`src/inc/tus_pkg.sv`:
```
// package: timing constants and sequencer states for the tape unload sequencer
package tus_pkg;
    localparam int unsigned CLK_PERIOD_NS = 100;
    // tape-present trailing delay, in microseconds
    localparam int unsigned TAPE_TAIL_US = 200;
    localparam int unsigned TAPE_TAIL_CYC = (TAPE_TAIL_US * 1000) / CLK_PERIOD_NS;
    localparam int unsigned TAIL_W = 12;
    localparam logic [TAIL_W-1:0] TAIL_LOAD = TAIL_W'(TAPE_TAIL_CYC - 1);
    localparam logic [TAIL_W-1:0] TAIL_ZERO = 12'h000;

    typedef enum logic [2:0] {
        TUS_IDLE = 3'b000,
        TUS_RIGHT_OUT = 3'b001,
        TUS_PNEU_DROP = 3'b010,
        TUS_LEFT_TAKEUP = 3'b011,
        TUS_REWIND = 3'b100,
        TUS_TAIL = 3'b101
    } tus_state_t;
endpackage

```
`src/inc/tus_tail_if.sv`:
```
// interface: tape-present falling-edge delay handshake
`timescale 1ns/10ps
`default_nettype none
interface tus_tail_if;
    logic sensor;
    logic media;
    modport owner (input sensor, output media);
    modport user (output sensor, input media);
endinterface
`default_nettype wire

```
`src/logic/tus_tail_delay.sv`:
```
// module: media detect with delayed release after the tape end marker clears
`timescale 1ns/10ps
`default_nettype none
module tus_tail_delay
    import tus_pkg::*;
(
    input wire logic ref_clk,
    input wire logic reset,
    tus_tail_if.owner tif
);
    logic [TAIL_W-1:0] count;
    logic [TAIL_W-1:0] next_count;
    logic media;
    logic next_media;

    always_comb begin
        next_count = count;
        next_media = media;
        if (tif.sensor) begin
            next_media = 1'b1;
            next_count = TAIL_LOAD;
        end else if (media) begin
            // hold presence so the right reel finishes winding
            if (count == TAIL_ZERO) begin
                next_media = 1'b0;
            end else begin
                next_count = count - 12'h001;
            end
        end
    end

    always_ff @(posedge ref_clk) begin
        if (reset) begin
            count <= TAIL_ZERO;
            media <= 1'b0;
        end else begin
            count <= next_count;
            media <= next_media;
        end
    end

    assign tif.media = media;

    AST_TAIL_HOLD: assert property (@(posedge ref_clk) disable iff (reset)
        $fell(tif.sensor) && media |-> media [*8])
        else $error("media dropped too soon");
endmodule
`default_nettype wire

```
`src/logic/tus_unload_seq.sv`:
```
// module: tape unload sequencer with reel, valve, pneumatic and window control
`timescale 1ns/10ps
`default_nettype none
// Operation
// - eject press sets in-progress, rewind flag and operator-initiated
// - while in progress, right reel turns counterclockwise first
// - pneumatics-on: right reel runs until left top switch clears, then transfer valve
// - pneumatics-on: columns empty stops right reel, left reel takes up clockwise
// - pneumatics-on: on tension, both reels counterclockwise until tape on right reel
// - early-drop: right column switch transfer drops pneumatics
// - early-drop: columns empty when both lower column switches transferred
// - early-drop: columns empty energizes valve, restarts pneumatics, left reel clockwise
// - early-drop: tension turns pneumatics off, both reels counterclockwise
// - tension only counts when tape taut and vacuum present
// - media detected drops when tape end passes marker sensor during rewind
// - media loss is delayed so tape fully winds before reels stop
// - column-emptied line low until right column empty, high until left empty
// - pressure sense reported low whenever pneumatics off
// - thread or reset press energizes relay, raises window to top limit
// - lowering releases relay, reverses motor, ignores top limit, stops at bottom
// - safety bail releases relay so window lowers
// - eject or host unload releases relay; lowering waits for sequence end
// - eject done when columns empty and media absent
// - pneumatics-on: pneumatic motor runs while in progress; done clears in progress
module tus_unload_seq
    import tus_pkg::*;
(
    input wire logic ref_clk,
    input wire logic reset,
    input wire logic eject_button,
    input wire logic host_unload_cmd,
    input wire logic thread_button,
    input wire logic reset_button,
    input wire logic early_drop_cfg,
    input wire logic left_col_top_vac_sw,
    input wire logic right_col_vac_sw_a,
    input wire logic left_col_low_vac_sw,
    input wire logic right_col_low_vac_sw,
    input wire logic tension_sw,
    input wire logic vacuum_present,
    input wire logic pressure_sw,
    input wire logic tape_end_marker_sensor,
    input wire logic door_top_limit_sw,
    input wire logic door_bottom_limit_sw,
    input wire logic safety_bail_sw,
    output logic eject_in_progress,
    output logic eject_rewind_flag,
    output logic operator_initiated,
    output logic right_reel_ccw,
    output logic left_reel_cw,
    output logic left_reel_ccw,
    output logic transfer_valve,
    output logic pneumatic_motor,
    output logic columns_empty,
    output logic col_emptied_line,
    output logic pressure_sense,
    output logic media_detected,
    output logic eject_done,
    output logic window_relay,
    output logic window_motor_up,
    output logic window_motor_down
);
    tus_tail_if tif();
    tus_tail_delay u_tail (
        .ref_clk(ref_clk),
        .reset(reset),
        .tif(tif)
    );
    assign tif.sensor = tape_end_marker_sensor;

    tus_state_t state, next_state;
    logic variant_drop, next_variant_drop;
    logic next_in_prog, next_rew, next_oper;
    logic next_rr_ccw, next_lr_cw, next_lr_ccw, next_valve, next_pneu;
    logic next_cols_empty, next_col_line, next_press, next_media, next_done;
    logic reel_tension_sensed;
    logic lower_pending, next_lower_pending;
    logic next_relay, next_up, next_down;
    logic start;

    function automatic logic tension_ok(input logic sw, input logic vac);
        return sw & vac;
    endfunction

    assign reel_tension_sensed = tension_ok(tension_sw, vacuum_present);
    assign start = (eject_button | host_unload_cmd) & ~eject_in_progress;

    always_comb begin
        next_state = state;
        next_variant_drop = variant_drop;
        next_in_prog = eject_in_progress;
        next_rew = eject_rewind_flag;
        next_oper = operator_initiated;
        next_done = 1'b0;
        next_cols_empty = columns_empty;
        case (state)
            TUS_IDLE: begin
                next_cols_empty = 1'b0;
                if (start) begin
                    next_in_prog = 1'b1;
                    next_rew = 1'b1;
                    next_oper = eject_button;
                    next_variant_drop = early_drop_cfg;
                    next_state = TUS_RIGHT_OUT;
                end
            end
            TUS_RIGHT_OUT: begin
                if (!variant_drop && left_col_top_vac_sw) begin
                    next_state = TUS_PNEU_DROP;
                end else if (variant_drop && right_col_vac_sw_a) begin
                    next_state = TUS_PNEU_DROP;
                end
            end
            TUS_PNEU_DROP: begin
                if (variant_drop ? (left_col_low_vac_sw & right_col_low_vac_sw) : ~vacuum_present) begin
                    next_cols_empty = 1'b1;
                    next_state = TUS_LEFT_TAKEUP;
                end
            end
            TUS_LEFT_TAKEUP: begin
                if (reel_tension_sensed) begin
                    next_state = TUS_REWIND;
                end
            end
            TUS_REWIND: begin
                if (!tif.media) begin
                    next_state = TUS_TAIL;
                end
            end
            TUS_TAIL: begin
                if (columns_empty && !tif.media) begin
                    next_done = 1'b1;
                    next_in_prog = 1'b0;
                    next_rew = 1'b0;
                    next_oper = 1'b0;
                    next_state = TUS_IDLE;
                end
            end
            default: next_state = TUS_IDLE;
        endcase
    end

    always_comb begin
        next_rr_ccw = (next_state == TUS_RIGHT_OUT) || (next_state == TUS_PNEU_DROP)
            || (next_state == TUS_REWIND);
        next_lr_cw = (next_state == TUS_LEFT_TAKEUP);
        next_lr_ccw = (next_state == TUS_REWIND);
        next_valve = (next_state == TUS_LEFT_TAKEUP) || (next_state == TUS_REWIND)
            || (!next_variant_drop && next_state == TUS_PNEU_DROP);
        if (next_variant_drop) begin
            next_pneu = (next_state == TUS_RIGHT_OUT) || (next_state == TUS_LEFT_TAKEUP);
        end else begin
            next_pneu = next_in_prog;
        end
        next_col_line = (next_state == TUS_PNEU_DROP)
            || (!next_variant_drop && next_state == TUS_RIGHT_OUT && right_col_vac_sw_a);
        next_press = next_pneu & pressure_sw;
        next_media = tif.media;
    end

    always_comb begin
        next_relay = window_relay;
        next_lower_pending = lower_pending;
        next_up = 1'b0;
        next_down = 1'b0;
        if (thread_button || reset_button) begin
            next_relay = 1'b1;
            next_lower_pending = 1'b0;
        end
        if (safety_bail_sw) begin
            next_relay = 1'b0;
        end
        if (eject_button || host_unload_cmd) begin
            next_relay = 1'b0;
            next_lower_pending = 1'b1;
        end
        if (next_relay) begin
            next_up = ~door_top_limit_sw;
        end else if (!next_lower_pending || next_done) begin
            next_down = ~door_bottom_limit_sw;
            if (door_bottom_limit_sw || next_done) begin
                next_lower_pending = 1'b0;
            end
        end
    end

    always_ff @(posedge ref_clk) begin
        if (reset) begin
            state <= TUS_IDLE;
            variant_drop <= 1'b0;
            eject_in_progress <= 1'b0;
            eject_rewind_flag <= 1'b0;
            operator_initiated <= 1'b0;
            right_reel_ccw <= 1'b0;
            left_reel_cw <= 1'b0;
            left_reel_ccw <= 1'b0;
            transfer_valve <= 1'b0;
            pneumatic_motor <= 1'b0;
            columns_empty <= 1'b0;
            col_emptied_line <= 1'b0;
            pressure_sense <= 1'b0;
            media_detected <= 1'b0;
            eject_done <= 1'b0;
            lower_pending <= 1'b0;
            window_relay <= 1'b0;
            window_motor_up <= 1'b0;
            window_motor_down <= 1'b0;
        end else begin
            state <= next_state;
            variant_drop <= next_variant_drop;
            eject_in_progress <= next_in_prog;
            eject_rewind_flag <= next_rew;
            operator_initiated <= next_oper;
            right_reel_ccw <= next_rr_ccw;
            left_reel_cw <= next_lr_cw;
            left_reel_ccw <= next_lr_ccw;
            transfer_valve <= next_valve;
            pneumatic_motor <= next_pneu;
            columns_empty <= next_cols_empty;
            col_emptied_line <= next_col_line;
            pressure_sense <= next_press;
            media_detected <= next_media;
            eject_done <= next_done;
            lower_pending <= next_lower_pending;
            window_relay <= next_relay;
            window_motor_up <= next_up;
            window_motor_down <= next_down;
        end
    end

    AST_START: assert property (@(posedge ref_clk) disable iff (reset)
        (state == TUS_IDLE) && eject_button && !eject_in_progress |=> eject_in_progress && operator_initiated)
        else $error("eject did not start sequence");
    AST_REW_FLAG: assert property (@(posedge ref_clk) disable iff (reset)
        eject_in_progress |-> eject_rewind_flag)
        else $error("rewind flag low during unload");
    AST_RIGHT_CCW: assert property (@(posedge ref_clk) disable iff (reset)
        (state == TUS_RIGHT_OUT) |-> right_reel_ccw || $past(state) == TUS_IDLE)
        else $error("right reel not ccw");
    AST_PNEU_VALVE: assert property (@(posedge ref_clk) disable iff (reset)
        !variant_drop && (state == TUS_PNEU_DROP) |-> transfer_valve && right_reel_ccw)
        else $error("valve not picked after left top switch");
    AST_PNEU_TAKE: assert property (@(posedge ref_clk) disable iff (reset)
        !variant_drop && (state == TUS_PNEU_DROP) && !vacuum_present
        |=> (state == TUS_LEFT_TAKEUP) && columns_empty && left_reel_cw)
        else $error("vacuum loss did not start left takeup");
    AST_TAKEUP: assert property (@(posedge ref_clk) disable iff (reset)
        (state == TUS_LEFT_TAKEUP) && $stable(state) |-> left_reel_cw && !right_reel_ccw && transfer_valve)
        else $error("left takeup drive wrong");
    AST_REWIND: assert property (@(posedge ref_clk) disable iff (reset)
        $rose(state == TUS_REWIND) |-> right_reel_ccw && left_reel_ccw)
        else $error("rewind drive wrong");
    AST_DROP: assert property (@(posedge ref_clk) disable iff (reset)
        variant_drop && (state == TUS_PNEU_DROP) && $stable(state) |-> !pneumatic_motor)
        else $error("pneumatics not dropped");
    AST_COLS_EARLY: assert property (@(posedge ref_clk) disable iff (reset)
        variant_drop && (state == TUS_PNEU_DROP) && left_col_low_vac_sw && right_col_low_vac_sw |=> columns_empty)
        else $error("columns empty not set by lower switches");
    AST_EARLY_TAKE: assert property (@(posedge ref_clk) disable iff (reset)
        variant_drop && (state == TUS_LEFT_TAKEUP) |-> pneumatic_motor && transfer_valve && left_reel_cw)
        else $error("early-drop takeup drive wrong");
    AST_EARLY_REWIND: assert property (@(posedge ref_clk) disable iff (reset)
        variant_drop && (state == TUS_REWIND) |-> !pneumatic_motor && right_reel_ccw && left_reel_ccw)
        else $error("early-drop rewind drive wrong");
    AST_TENSION: assert property (@(posedge ref_clk) disable iff (reset)
        (state == TUS_LEFT_TAKEUP) && !(tension_sw && vacuum_present) |=> (state == TUS_LEFT_TAKEUP))
        else $error("takeup left without taut tape and vacuum");
    AST_MEDIA: assert property (@(posedge ref_clk) disable iff (reset)
        tape_end_marker_sensor |-> ##2 media_detected)
        else $error("media not detected with tape at sensor");
    AST_TAIL_STOP: assert property (@(posedge ref_clk) disable iff (reset)
        (state == TUS_TAIL) |-> !right_reel_ccw && !left_reel_ccw && !media_detected)
        else $error("reels still driven after media loss");
    AST_LINE: assert property (@(posedge ref_clk) disable iff (reset)
        col_emptied_line |-> eject_in_progress && !columns_empty)
        else $error("column line high outside column emptying");
    AST_PRESS: assert property (@(posedge ref_clk) disable iff (reset)
        !pneumatic_motor |-> !pressure_sense)
        else $error("pressure sense high with pneumatics off");
    AST_TOP: assert property (@(posedge ref_clk) disable iff (reset)
        window_motor_up |-> window_relay && !window_motor_down)
        else $error("window up drive without relay");
    AST_UP_STOP: assert property (@(posedge ref_clk) disable iff (reset)
        door_top_limit_sw |=> !window_motor_up)
        else $error("window up drive at top limit");
    AST_BOTTOM_STOP: assert property (@(posedge ref_clk) disable iff (reset)
        door_bottom_limit_sw |=> !window_motor_down)
        else $error("window down drive at bottom limit");
    AST_BAIL: assert property (@(posedge ref_clk) disable iff (reset)
        safety_bail_sw && !thread_button && !reset_button |=> !window_relay)
        else $error("bail did not release relay");
    AST_UNLOAD_RELAY: assert property (@(posedge ref_clk) disable iff (reset)
        eject_button || host_unload_cmd |=> !window_relay)
        else $error("unload request did not release relay");
    AST_DONE: assert property (@(posedge ref_clk) disable iff (reset)
        eject_done |-> !eject_in_progress && (state == TUS_IDLE) && !media_detected)
        else $error("done without clearing progress");
    AST_PNEU_ON: assert property (@(posedge ref_clk) disable iff (reset)
        !variant_drop && eject_in_progress && $stable(eject_in_progress) |-> pneumatic_motor)
        else $error("pneumatic motor off during unload");
    AST_VARIANT: assert property (@(posedge ref_clk) disable iff (reset)
        eject_in_progress && $stable(eject_in_progress) |-> $stable(variant_drop))
        else $error("variant changed during unload");
endmodule
`default_nettype wire

```
`config.mk`:
```
export PLATFORM = sky130hd
export DESIGN_NAME = tus_unload_seq
export DESIGN_NICKNAME = d
export VERILOG_FILES = /design/src/inc/tus_pkg.sv /design/src/inc/tus_tail_if.sv /design/src/logic/tus_tail_delay.sv /design/src/logic/tus_unload_seq.sv
export SDC_FILE = /design/constraint.sdc
export NUM_CORES = 1
export LEC_CHECK = 0
export BUFFER_PORTS_ARGS = -buffer_cell sky130_fd_sc_hd__buf_2
export CAP_MARGIN = 20
export CORE_MARGIN = 3
export CORE_UTILIZATION = 45
export DETAILED_ROUTE_END_ITERATION = 10
export PLACE_DENSITY = 0.68
export SLEW_MARGIN = 40
export SYNTH_ARGS = -nofsm -noshare
export SYNTH_HDL_FRONTEND = slang
export SYNTH_HIERARCHICAL = 1
export SYNTH_SLANG_ARGS = --single-unit
```
`constraint.sdc`:
```
create_clock -name ref_clk -period 2.4 [get_ports ref_clk]
set_input_delay 0.24 -clock ref_clk [delete_from_list [all_inputs] [get_ports ref_clk]]
set_output_delay 0.24 -clock ref_clk [all_outputs]
set_load 0.05 [all_outputs]
```
==> impl_metrics.ini <==
[cts]
cts_hold_buffers = 0
htreeDepth = 2
clock-sinks = 34
clkLatencyLatePin_ns = 0.34
cts_resized = 0
clock_path_buffers = 2
cts_tree = built
cts_root_buffer = clkbuf_4
postCtsSetupRepairBufs = 0
cts-buffers-inserted = 5
clkTransAtPathRegs_ns = 0.10

[final_layout]
regMostFlops = u_tail/count
largest_register_ffs = 12
fillers = 311
reg_top3 = u_tail/count: 12 flops, state: 3 flops
final_util_pct = 55.9
diodes = 0
layout-drive-gt1-share_pct = 26.9
area_growth_syn_to_layout_pct = 17.1
layout.nets = 231

[drt]
num_vias = 1470
wl_per_cell_um = 13.3
drt_first_pass_iters = 4
drtIter0Drc = 123
routed_via_density = 5.70
route.detailed.drc = 0
finalWirelength_mm = 3.44
antenna_left = 0

[timing]
relSlewSlack_pct = 63.4
worst_pin_slew_ns = 0.542
worst_clock_skew_ns = 0.00948
slew_violations = 0
finalCritPeriodShare_pct = 84.0
period_needed_ns = 2.02
rsz0062_at_grt = false
setup_violations = 0
fmax_ghz = 0.496
setup_tns_ns = 0
hold_viol_final = 0

[place]
place_congestion = 0.884
placement.io_buffers = 33
detailed_place_hpwl_mm = 2.58

[synth]
synth_area_sq_mm = 0.00163
ys_warn_count = 6
synth_nets = 194
postSynthAreaPerCell_sq_um = 9.38
ys_types = 55
netlist_instances = 174
synth-seq-cells = 34
yosys_most_used_dff = dfxtp_1
async_flop_share_pct = 0
synth_edf_count = 0
yosysSeqAreaShare_pct = 41.7

[worst_setup_path]
cp_data_required_time_ns = 2.67
path_class = register to register
cp_max_fo = 4
critPathMaxStageDelay_ns = 0.52
critical_path.slowest_cell = or4b_1
cp-start-kind = register
worstSetupEndpointType = register
crit_arrival_ns = 2.29
cp_cell_sequence = inv_1 -> ha_1 -> or4b_1 -> o31ai_4 -> mux2_2 -> a21oi_1

[die]
initial_core_util_pct = 47.8
die-height_um = 66.2
core-area_sq_mm = 0.00342
io_pins = 34
rows = 21
die_w_um = 66.2
die_area_sq_mm = 0.00438

[min_path]
hold_class = input pin to register

[global_route]
grt_pass1_wl_mm = 5.98
grt_max_degree = 30
gr-total-overflow = 0
grt_pass1_vias = 1405
antenna_found_initial = 0
grt.total_usage_pct = 17.8

[flow_run]
max_cap_violations = 0

[pwr]
p_leak_nw = 0.803
vdd_ir_drop_max_uv = 346
power_per_cell_area_mw_per_mm2 = 753

[status]
status = finished clean
-- final timing paths --
path / startpoint / endpoint / slack [ns] / cells after the start
min reg2reg: eject_rewind_flag / eject_rewind_flag / 0.46 / 2
max: u_tail/count[0] / u_tail/count[1] / 0.38 / 6
min: door_top_limit_sw / window_motor_up / 0.05 / 2
max reg2reg: u_tail/count[0] / u_tail/count[1] / 0.38 / 6
-- synth_stat cells (3+ instances only) --
cell type,n,share of area (%)
nor2b_1,4,1.5
or4_1,3,1.4
nor2_1,19,4.4
a21oi_1,14,4.3
dfxtp_1,34,42
nor4_1,4,1.5
and3b_1,3,1.6
or3_1,4,1.5
nand2_1,7,1.6
nand3b_1,3,1.4
nand3_1,3,0.92
inv_1,10,2.3
nor3_1,6,1.8
nand2b_1,3,1.2
o21ai_0,5,1.5
-- layout by cell type, fill, tap and decap left out, types with 2 or more instances in the layout --
cell,n
buf_2,33
inv_1,10
mux2_2,2
nor4b_1,2
a31oi_1,2
o21ai_1,2
and3b_1,3
dfxtp_1,34
o21ai_0,5
nor2b_1,4
nand3b_1,3
or4_1,3
a21oi_1,14
clkbuf_4,5
mux2i_1,2
ha_1,2
nor3_1,6
or2_2,2
a21boi_1,2
nand2_1,7
nor2_1,19
nor4_1,4
a32oi_1,2
or3b_1,2
or3_1,4
nand2b_1,3
nand3_1,3
clkbuf_8,3
-- through the flow --
step / hold WS, ns / worst slack [ns] / std cells / total power [mW] / area [sq um]
2_1_floorplan: 0.312 / 0.525 / 174 / 0.975 / 1630
3_3_place_gp: 0.399 / 0.477 / 250 / 1.05 / 1830
3_5_place_dp: 0.411 / 0.387 / 250 / 1.06 / 1830
4_1_cts: 0.0355 / 0.364 / 258 / 1.45 / 1910
5_1_grt: 0.0235 / 0.196 / 258 / 1.52 / 1910
6_report: 0.0511 / 0.383 / 258 / 1.44 / 1910
-- routing by layer --
layer  up-vias  global-route usage (%)  wire, um
met5         -                       0         0
met4         0                    8.88        84
met3        16                    6.46       215
met2        52                    30.4      1730
met1       684                    19.1      1410
li1        718                       -         -
-- worst max-delay path: cells and delay by family, from the launching register on --
family,cells,cell delay (ns)
DFF,1,0.33
AOI/OAI and AO/OA,2,0.47
adders and majority gates,1,0.17
muxes,1,0.37
buffers and inverters,1,0.10
and+or+nand+nor,1,0.52
-- report_power, final --
part           switching (mW)  internal [mW]  total, mW
logic                   0.245          0.141      0.386
registers              0.0458          0.616      0.662
clock network           0.190          0.200      0.390
total                   0.481          0.957       1.44
-- cell families after synthesis --
| family | after synthesis | share of synthesized area [%] |
|---|---|---|
| XOR/XNOR | 2 | 1.07 |
| flip-flops | 34 | 41.7 |
| AO/OA/AOI/OAI | 43 | 20.4 |
| adder cells (fa/ha/maj) | 2 | 1.53 |
| multiplexers | 4 | 2.61 |
| buffers and inverters | 14 | 4.14 |
| AND/OR/NAND/NOR | 75 | 28.5 |
-- area by class of cell --
class	instances	area [sq um]	area share, %
clock buffer	8	78.8	4.13
inverter	10	37.5	1.96
multi-input combinational	126	883	46.2
sequential	34	681	35.6
tap	46	57.6	3.01
timing repair buffer	34	173	9.04
Power figures use the tool's default switching activity.
